===== src/hw/gpp_defines.vh =====
`ifndef GPP_DEFINES_VH
`define GPP_DEFINES_VH
// Register addresses in the special-function space
`define GPP_ADDR_P1_LATCH   8'h90
`define GPP_ADDR_P1_INSEL   8'hAD
`define GPP_ADDR_P1_DRIVE   8'hA5
`define GPP_ADDR_P2_LATCH   8'hA0
`define GPP_ADDR_P2_DRIVE   8'hA6
// Reset values
`define GPP_RST_LATCH       8'hFF
`define GPP_RST_DRIVE       8'h00
`define GPP_RST_INSEL       8'hFF
`endif


===== src/hw/gpp_pin_slice.v =====
`timescale 1ns/10ps
`default_nettype none
// One port pin: owner selection and driver mode
module gpp_pin_slice (
  input  wire latch_bit,
  input  wire push_pull,
  input  wire force_od,
  input  wire alt_own,
  input  wire alt_out,
  output wire pin_o,
  output wire pin_oe
);
  wire level;
  wire pp;
  assign level  = alt_own ? alt_out : latch_bit;
  assign pp     = push_pull & ~force_od;
  // Low always driven; high driven only in push-pull
  assign pin_o  = level;
  assign pin_oe = ~level | pp;
endmodule
`default_nettype wire


===== src/hw/gpp_ports12.v =====
// Behaviour
// - Port-1 latch bit drives pin low for 0, high for 1.
// - High is driven only in push-pull; open-drain leaves pin open.
// - Plain port data reads return the pin levels; read-modify-write reads return the latch.
// - Analog port-1 pins skip crossbar and lose their digital input.
// - Analog port-1 pins still drive per latch and drive-select, except while the non-multiplexed memory bus owns port 1.
// - Non-multiplexed memory bus drives address 15:8 on port 1.
// - Drive-select bit 0 is open-drain, 1 is push-pull.
// - Two-wire and mode-0 receiver pins are forced open-drain.
// - Port 2 behaves like port 1, except that it has no input select and no analog mode.
// - Memory bus drives port 2: address 15:8 muxed, 7:0 non-muxed.
`timescale 1ns/10ps
`default_nettype none
`include "gpp_defines.vh"
module gpp_ports12 (
  input  wire        clk,
  input  wire        rstn,
  // Register bus
  input  wire [7:0]  sfr_addr,
  input  wire        sfr_wr,
  input  wire [7:0]  sfr_wdata,
  input  wire        sfr_rd,
  input  wire        sfr_rmw,
  output reg  [7:0]  sfr_rdata,
  // Crossbar, port 1
  input  wire [7:0]  xbar1_own,
  input  wire [7:0]  xbar1_out,
  input  wire [7:0]  xbar1_force_od,
  // Crossbar, port 2
  input  wire [7:0]  xbar2_own,
  input  wire [7:0]  xbar2_out,
  input  wire [7:0]  xbar2_force_od,
  // External memory interface
  input  wire        emif_active,
  input  wire        emif_muxed,
  input  wire [15:0] emif_addr,
  // Port 1 pins
  input  wire [7:0]  port1_pin_i,
  output wire [7:0]  port1_pin_o,
  output wire [7:0]  port1_pin_oe,
  // Port 2 pins
  input  wire [7:0]  port2_pin_i,
  output wire [7:0]  port2_pin_o,
  output wire [7:0]  port2_pin_oe,
  // Port 1 analog control
  output wire [7:0]  port1_analog,
  output wire [7:0]  port1_xbar_skip,
  output wire [7:0]  port1_digital_in
);
  reg  [7:0] port1_latch;
  reg  [7:0] port2_latch;
  reg  [7:0] port1_drive_select;
  reg  [7:0] port2_drive_select;
  reg  [7:0] port1_input_select;
  reg  [7:0] next_rdata;

  reg  [7:0] own1;
  reg  [7:0] out1;
  reg  [7:0] own2;
  reg  [7:0] out2;
  wire       emif_p1;

  wire [7:0] p1_read;
  wire [7:0] p2_read;

  wire       wr_p1_latch;
  wire       wr_p2_latch;
  wire       wr_p1_drive;
  wire       wr_p2_drive;
  wire       wr_p1_insel;

  // One write enable per register; unmapped addresses write nothing
  assign wr_p1_latch = sfr_wr & (sfr_addr == `GPP_ADDR_P1_LATCH);
  assign wr_p2_latch = sfr_wr & (sfr_addr == `GPP_ADDR_P2_LATCH);
  assign wr_p1_drive = sfr_wr & (sfr_addr == `GPP_ADDR_P1_DRIVE);
  assign wr_p2_drive = sfr_wr & (sfr_addr == `GPP_ADDR_P2_DRIVE);
  assign wr_p1_insel = sfr_wr & (sfr_addr == `GPP_ADDR_P1_INSEL);

  // Port-1 latch keeps its value while another owner drives the pin
  always @(posedge clk or negedge rstn) begin
    if (!rstn)
      port1_latch <= `GPP_RST_LATCH;
    else if (wr_p1_latch)
      port1_latch <= sfr_wdata;
  end

  // Port-2 latch
  always @(posedge clk or negedge rstn) begin
    if (!rstn)
      port2_latch <= `GPP_RST_LATCH;
    else if (wr_p2_latch)
      port2_latch <= sfr_wdata;
  end

  // Port-1 drive select
  always @(posedge clk or negedge rstn) begin
    if (!rstn)
      port1_drive_select <= `GPP_RST_DRIVE;
    else if (wr_p1_drive)
      port1_drive_select <= sfr_wdata;
  end

  // Port-2 drive select
  always @(posedge clk or negedge rstn) begin
    if (!rstn)
      port2_drive_select <= `GPP_RST_DRIVE;
    else if (wr_p2_drive)
      port2_drive_select <= sfr_wdata;
  end

  // Port-1 input select
  always @(posedge clk or negedge rstn) begin
    if (!rstn)
      port1_input_select <= `GPP_RST_INSEL;
    else if (wr_p1_insel)
      port1_input_select <= sfr_wdata;
  end

  // Input-select bit 0 puts the pin in analog mode
  assign port1_analog     = ~port1_input_select;
  assign port1_xbar_skip  = port1_analog;
  assign port1_digital_in = port1_pin_i & port1_input_select;

  // Memory bus claims port 1 only in non-multiplexed mode
  assign emif_p1 = emif_active & ~emif_muxed;

  // Analog pins keep latch-driven output unless non-muxed memory bus claims port 1; crossbar cannot claim them
  always @* begin
    if (emif_p1) begin
      own1 = 8'hFF;
      out1 = emif_addr[15:8];
    end else begin
      own1 = xbar1_own & port1_input_select;
      out1 = xbar1_out;
    end
  end

  // Memory bus claims port 2 in either mode
  always @* begin
    if (emif_active) begin
      own2 = 8'hFF;
      if (emif_muxed)
        out2 = emif_addr[15:8];
      else
        out2 = emif_addr[7:0];
    end else begin
      own2 = xbar2_own;
      out2 = xbar2_out;
    end
  end

  genvar i;
  genvar k;

  // Port-1 pin drivers
  generate
    for (i = 0; i < 8; i = i + 1) begin : g_pin1
      gpp_pin_slice u_p1 (
        .latch_bit (port1_latch[i]),
        .push_pull (port1_drive_select[i]),
        .force_od  (xbar1_force_od[i]),
        .alt_own   (own1[i]),
        .alt_out   (out1[i]),
        .pin_o     (port1_pin_o[i]),
        .pin_oe    (port1_pin_oe[i])
      );
    end
  endgenerate

  // Port-2 pin drivers
  generate
    for (k = 0; k < 8; k = k + 1) begin : g_pin2
      gpp_pin_slice u_p2 (
        .latch_bit (port2_latch[k]),
        .push_pull (port2_drive_select[k]),
        .force_od  (xbar2_force_od[k]),
        .alt_own   (own2[k]),
        .alt_out   (out2[k]),
        .pin_o     (port2_pin_o[k]),
        .pin_oe    (port2_pin_oe[k])
      );
    end
  endgenerate

  // Plain reads see pins; read-modify-write reads see the latch
  assign p1_read = sfr_rmw ? port1_latch : port1_pin_i;
  assign p2_read = sfr_rmw ? port2_latch : port2_pin_i;

  always @* begin
    next_rdata = 8'h00;
    case (sfr_addr)
      `GPP_ADDR_P1_LATCH: next_rdata = p1_read;
      `GPP_ADDR_P2_LATCH: next_rdata = p2_read;
      `GPP_ADDR_P1_DRIVE: next_rdata = port1_drive_select;
      `GPP_ADDR_P2_DRIVE: next_rdata = port2_drive_select;
      `GPP_ADDR_P1_INSEL: next_rdata = port1_input_select;
      default:            next_rdata = 8'h00;
    endcase
  end

  // Read data holds until the next read strobe

  always @(posedge clk or negedge rstn) begin
    if (!rstn)
      sfr_rdata <= 8'h00;
    else if (sfr_rd)
      sfr_rdata <= next_rdata;
  end
endmodule
`default_nettype wire


===== config.mk =====
export PLATFORM = sky130hd
export DESIGN_NAME = gpp_ports12
export DESIGN_NICKNAME = d
export VERILOG_FILES = /design/src/hw/gpp_pin_slice.v /design/src/hw/gpp_ports12.v
export VERILOG_INCLUDE_DIRS = /design/src /design/src/hw
export SDC_FILE = /design/constraint.sdc
export NUM_CORES = 1
export LEC_CHECK = 0
export BUFFER_PORTS_ARGS = -buffer_cell sky130_fd_sc_hd__buf_2
export CORE_MARGIN = 3
export CORE_UTILIZATION = 30
export DETAILED_ROUTE_END_ITERATION = 8
export PLACE_DENSITY = 0.67
export REMOVE_ABC_BUFFERS = 1
export SYNTH_ARGS = -nofsm -noshare
export SYNTH_HDL_FRONTEND = slang
export SYNTH_HIERARCHICAL = 1
export SYNTH_SLANG_ARGS = --single-unit

===== constraint.sdc =====
create_clock -name clk -period 3.9 [get_ports clk]
set_input_delay 0 -clock clk [delete_from_list [all_inputs] [get_ports clk]]
set_output_delay 0 -clock clk [all_outputs]
set_load 0.01 [all_outputs]

==> results of run 1 <==
synthesized netlist by cell type, drive strengths merged:
library cell	instances	share of area [%]
a22oi	8	1.8
mux2	64	24
o22ai	8	1.5
nand4	1	0.65
dfstp	24	19
a2bb2oi	8	2.1
nand3	1	0.15
and2	9	1.7
a21oi	16	2.4
nor3	1	0.15
clkbuf	5	0.57
mux2i	24	7.3
or2	8	1.5
o21ai	24	5.5
and4bb	1	0.38
nor2	8	0.91
nand2	19	2.2
nand2b	4	0.76
nand4bb	2	0.68
nor4	2	0.57
buf	17	3.3
dfrtp	24	18
nor2b	10	1.9
inv	25	2.8
power by group through the flow:
stage          Sequential (µW)  Clock, µW  Combinational (µW)
6_report                   546        309                 290
5_1_grt                    550        343                 318
4_1_cts                    546        324                 295
3_5_place_dp               554          0                 287
3_3_place_gp               553          0                 281
2_1_floorplan              548          0                 145
flip-flops by register name (all words and copies together), names as in the netlist:
signal              cells
port1_input_select      8
port2_drive_select      8
sfr_rdata               8
port2_latch             8
port1_drive_select      8
port1_latch             8
repair_timing:
item / 4_1_cts / 5_1_grt
resized for setup: 0 / 0
hold buffers: 9 / 0
hold endpoints to repair: 63 / 0
buffers inserted: 0 / 0
final timing paths:
path	slack, ns	endpoint	cells past startpoint	from
worst max-delay path	1.89	port1_pin_oe[5]	6	emif_active
worst min-delay path	0.14	sfr_rdata[7]	5	port1_pin_i[7]
worst max register to register	2.78	sfr_rdata[0]	4	port2_latch[0]
worst min register to register	0.54	port1_drive_select[5]	1	port1_drive_select[5]
max in group asynchronous	2.77	port1_drive_select[5]	2	rstn
min in group asynchronous	0.46	port1_drive_select[6]	2	rstn
cell families after synthesis:
group,share of synthesized area [%]
multiplexers,30.98
AND/OR/NAND/NOR,11.54
AO/OA/AOI/OAI,13.36
flip-flops,37.36
buffers and inverters,6.758
placed cells by master, fill, tap and decap left out, drive strengths merged:
cell type and n:
buf 167, mux2 64, inv 25, mux2i 24, dfrtp 24, dfstp 24, o21ai 24, nand2 19
a21oi 16, nor2b 10, and2 9, dlygate4sd3 9, nor2 8, or2 8, a22oi 8, a2bb2oi 8
o22ai 8, clkbuf 8, nand2b 4, nand4bb 2, nor4 2, nor3 1, and4bb 1, nand3 1
nand4 1
metrics by stage:
| stage | total power [µW] | hold slack, ns | setup WS [ns] | cells | utilization (%) |
|---|---|---|---|---|---|
| global route | 1210 | 0.1568 | 1.739 | 611 | 41.45 |
| finish | 1145 | 0.1382 | 1.891 | 611 | 41.45 |
| CTS | 1165 | 0.1248 | 1.842 | 611 | 41.45 |
| global placement | 833.7 | 0.2364 | 1.733 | 594 | 39.73 |
| floorplan | 693.0 | -0.2956 | 2.586 | 291 | - |
| detailed placement | 841.1 | 0.2582 | 1.686 | 594 | 39.73 |
routing by layer:
metal / up-vias / share of wire [%] / track usage (%)
li1: 1419 / - / -
met1: 1410 / 45 / 23.23
met2: 120 / 47 / 29.09
met3: 10 / 6.7 / 4.039
met4: 0 / 1.1 / 3.448
met5: - / 0 / 0
critical path: cells and delay by family:
kind | cells | cell delay, ns
compound gates | 1 | 0.06
buf+inv | 2 | 0.55
mux | 2 | 0.76
simple gates | 1 | 0.64
area by class of cell:
type | instances | area share (%)
clock buffers | 8 | 2.068
inverters | 25 | 2.155
multi-input cells | 218 | 42.29
flip-flops and latches | 48 | 28.27
well taps | 136 | 3.907
repair buffers | 176 | 21.32
==> reports/qor.yml, run 1 <==
sta:
  skew_ns: 0.005999
  min_period_ns: 2.009
  slew_viol_final: 0
  rsz0062_at_grt: "false"
  maxSlewHeadroom_pct: 24.22
  hold_violations: 0
  setup_tns_ns: 0
  final-setup-viol-count: 0
  worst_pin_slew_ns: 1.127
  period_share_pct: 51.51
  fmax_mhz: 497.8
run:
  maxCapViolations: 0
worst_setup_path:
  cp-start-kind: "input pin"
  path_cells: "buf_2, nand2b_1, mux2_2, mux2_4, o21ai_2, buf_2"
  path_class: "input pin to primary output"
  crit_path_frequent_cell: "buf_2"
  max_stage_delay_ns: 0.64
  cp_data_arrival_time_ns: 2.01
  end_kind: "primary output"
  required_ns: 3.90
  cpMaxStageDelayCell: "nand2b_1"
  crit_fanout: 25
min_path:
  worst_hold_path_type: "input pin to flip-flop"
floorplan:
  core_mm2: 0.01051
  dieArea_mm2: 0.01228
  row_count: 37
  die_y_um: 110.8
  initial_core_util_pct: 31.36
  die_w_um: 110.8
  ios: 167
finish:
  design_area_mm2: 0.004355
  ff_latch_area_mm2: 0.001231
  multiInputGateArea_mm2: 0.001842
  area_delta_synth_final_pct: 32.16
  n_fill_cell: 1045
  fin_nets: 577
  drive_above_1_share_pct: 60.63
  antennaDiodeCount: 0
cts:
  cts_num_sinks: 48
  clockBufferDepth: 2
  root_buffer: "clkbuf_8"
  cts_tree: "yes"
  clk_pin_slew_ns: 0.09
  cts_max_level: 2
  cts_buffers: 5
  clock_latency_ns: 0.29
routing:
  route.detailed.wl_per_inst_um: 18.07
  vias: 2959
  dr.pass1.iters: 4
  ant_nets: 0
  vias_per_cell: 4.843
  wl_mm: 11.04
  drc: 0
  drt_iter0_drc: 85
power:
  ir_worst_vdd_v: 0.0001089
  p_comb_share_pct: 25.3
  power.static_leakage_uw: 0.002127
  p_switching_uw: 324.4
  powerDensity_mw_per_mm2: 262.8
  power_frac_seq_pct: 47.7
  switching_share_pct: 28.33
  clockPowerShare_pct: 27.0
  internal-power_uw: 820.4
logic_synthesis:
  syn_avg_cell_area_um2: 10.53
  yosysWarnings: 6
  synth.distinct_cells: 28
  syn_inst: 313
  yosysSeqAreaShare_pct: 37.36
  syn_area_mm2: 0.003296
  ys_ff_latch: 48
place:
  placed_cell_area_mm2: 0.004175
  dp_hpwl_mm: 7.961
  port_buffers: 166
  gp_congestion: 0.7726
grt:
  antenna_found_initial: 0
  grt_pass1_vias: 3123
  overflow: 0
  grt_pass1_wl_mm: 16.91
  grt_max_degree: 49
  grtUsageTotal_pct: 17.46
outcome:
  status: "complete, no violations"
No activity file was read; power rests on OpenSTA's default activity.
==> run 2: changes to the inputs <==
--- a/config.mk
+++ b/config.mk
@@ -6,11 +6,12 @@
 export SDC_FILE = /design/constraint.sdc
 export NUM_CORES = 1
 export LEC_CHECK = 0
+export ABC_AREA = 1
 export BUFFER_PORTS_ARGS = -buffer_cell sky130_fd_sc_hd__buf_2
 export CORE_MARGIN = 3
 export CORE_UTILIZATION = 30
 export DETAILED_ROUTE_END_ITERATION = 8
-export PLACE_DENSITY = 0.67
+export PLACE_DENSITY = 0.65
 export REMOVE_ABC_BUFFERS = 1
 export SYNTH_ARGS = -nofsm -noshare
 export SYNTH_HDL_FRONTEND = slang
==> constraint.sdc (replaced) <==
create_clock -name clk -period 1.9 [get_ports clk]
set_input_delay 0 -clock clk [delete_from_list [all_inputs] [get_ports clk]]
set_output_delay 0 -clock clk [all_outputs]
set_load 0.01 [all_outputs]
==> run 2 against run 1 <==
Critical endpoint is now port1_pin_o[1]. Largest power group unchanged. Sequential share of layout area shrank 3.5 points. Clock skew up 0.0022 ns. Design area increased by 14%.
==> reports/qor.yml, run 2 <==
outcome:
  status: "complete, no violations"
logic_synthesis:
  synth.largest_area_cell: "nand2_1"
  synth.most_common_cell: "nand2_1"
  async_flop_share_pct: 100.0
  yosysSeqAreaShare_pct: 31.73
  synth-edff-count: 0
  synth.area.top_cells: "nand2_1 17%, dfstp_2 16%, dfrtp_1 15%"
  synth-main-ff-cell: "dfstp_2"
  syn_inst: 589
  synth.distinct_cells: 28
  syn_area_mm2: 0.003880
  ys_top_cells_by_count: "179 x nand2_1, 125 x inv_1, 56 x nand3_1"
  yosysWarnings: 6
  synth_top_area_share_pct: 17.32
  ys_ff_latch: 48
  syn_avg_cell_area_um2: 6.587
sta:
  rsz0062_at_grt: "false"
  holdWs_ns: 0.1508
  final-setup-viol-count: 0
  skew_ns: 0.008188
  worst_pin_slew_ns: 0.6552
  min_period_ns: 1.374
  setup_tns_ns: 0
  slew_viol_final: 0
  hold_violations: 0
  maxSlewHeadroom_pct: 56.32
  fmax_mhz: 727.9
  period_share_pct: 72.30
  worst_slack_ns: 0.5263
grt:
  grt_pass1_vias: 3785
  grt_max_degree: 49
  grtUsageTotal_pct: 17.53
  antenna_found_initial: 0
  grt_pass1_wl_mm: 19.58
  overflow: 0
worst_setup_path:
  end_kind: "primary output"
  path_class: "flip-flop to primary output"
  crit_fanout: 4
  path_cells: "nand2_1, nand2_1, inv_1, nand2_1, and2_1, buf_2"
  required_ns: 1.90
  crit_start: "port1_input_select[1]"
  max_stage_delay_ns: 0.59
  crit_path_frequent_cell: "nand2_1"
  cp_data_arrival_time_ns: 1.37
  timing.rr.start: "port1_latch[7]"
  cp-start-kind: "flip-flop"
  cpMaxStageDelayCell: "dfstp_2"
routing:
  route.detailed.wl_per_inst_um: 13.86
  dr.pass1.iters: 4
  drt_iter0_drc: 215
  vias: 4001
  wl_mm: 12.73
  ant_nets: 0
  drc: 0
  vias_per_cell: 4.358
floorplan:
  ios: 167
  dieArea_mm2: 0.01433
  row_count: 40
  core_mm2: 0.01231
  die_w_um: 119.7
  die_y_um: 119.7
  initial_core_util_pct: 31.51
cts:
  cts_buffers: 5
  cts_max_level: 2
  clockBufferDepth: 2
  clock_latency_ns: 0.29
  clk_pin_slew_ns: 0.07
  cts_num_sinks: 48
  root_buffer: "clkbuf_16"
  cts_tree: "yes"
finish:
  finalNonFillerCells: 918
  area_delta_synth_final_pct: 28.31
  mostFrequentLayoutCell: "nand2_1"
  design_area_mm2: 0.004979
  final_cell_mix: "179 x nand2_1, 166 x buf_2, 125 x inv_1, 56 x nand3_1, 32 x o21ai_0"
  fin_nets: 852
  antennaDiodeCount: 0
  drive_above_1_share_pct: 32.67
min_path:
  worst_hold_path_type: "input pin to flip-flop"
  hp-start: "sfr_wr"
power:
  p_comb_share_pct: 26.4
  internal-power_uw: 1974
  clockPowerShare_pct: 32.4
  ir_worst_vdd_v: 0.0003762
  power.static_leakage_uw: 0.002936
  powerDensity_mw_per_mm2: 577.5
  power_frac_seq_pct: 41.2
  p_switching_uw: 900.6
  switching_share_pct: 31.33
place:
  dpl.cell_count: 901
  place_ws_ns: 0.4453
  placed_cell_area_mm2: 0.004737
  gp_congestion: 0.7795
  dp_hpwl_mm: 9.670
  port_buffers: 166
run:
  maxCapViolations: 0
run 2: final timing paths:
path                       slack [ns]  cells past startpoint                    end
max                              0.53                      6         port1_pin_o[1]
min                              0.15                      3         port2_latch[5]
max reg2reg                      0.78                      6           sfr_rdata[7]
min reg2reg                      0.49                      2         port1_latch[1]
max in group asynchronous        1.11                      3           sfr_rdata[1]
min in group asynchronous        0.34                      3  port1_drive_select[7]
run 2: metal layers:
layer | GRT usage, % | vias up | part of all wire [%]
met5 | 0 | - | 0
met4 | 3.508 | 0 | 1.1
met3 | 3.393 | 9 | 6.8
met2 | 31.00 | 107 | 48
met1 | 22.27 | 1789 | 44
li1 | - | 2096 | -
run 2: through the flow:
step                      power (µW)  util (%)
after floorplan                 1580         -
after global placement          1949     38.48
after detailed placement        1955     38.48
after CTS                       2902     40.44
after global routing            3034     40.44
final                           2875     40.44
run 2: cell type report:
class,instances,area [µm²]
tap,168,210.2
multi-input combinational,384,1922
clock buffer,7,142.6
inverter,129,498.0
sequential,48,1231
clock inverter,1,8.758
fill,1383,7333
timing repair buffer,181,965.9
run 2: what timing repair did:
item,CTS,global route
gates resized for setup,0,0
setup buffers,0,0
hold buffers,9,0
hold endpoints to repair,35,0
run 2: worst max-delay path, delay by kind of cell, from the launching register on:
family,cells,cell delay [ns]
and+or+nand+nor,4,0.33
DFF,1,0.59
buffers and inverters,2,0.16
run 2: kinds of logic after synthesis:
kind of cell	count (synthesis)	share of synthesized area (%)
AND/OR/NAND/NOR	296	36.18
buffers and inverters	157	18.74
AO/OA/AOI/OAI	88	13.35
flip-flops	48	31.73
run 2: power groups by stage:
stage | Sequential, µW | Clock (µW) | Combinational, µW
finish | 1180 | 932 | 760
global route | 1190 | 985 | 855
CTS | 1180 | 945 | 773
detailed placement | 1200 | 0 | 754
global placement | 1200 | 0 | 749
floorplan | 1180 | 0 | 398
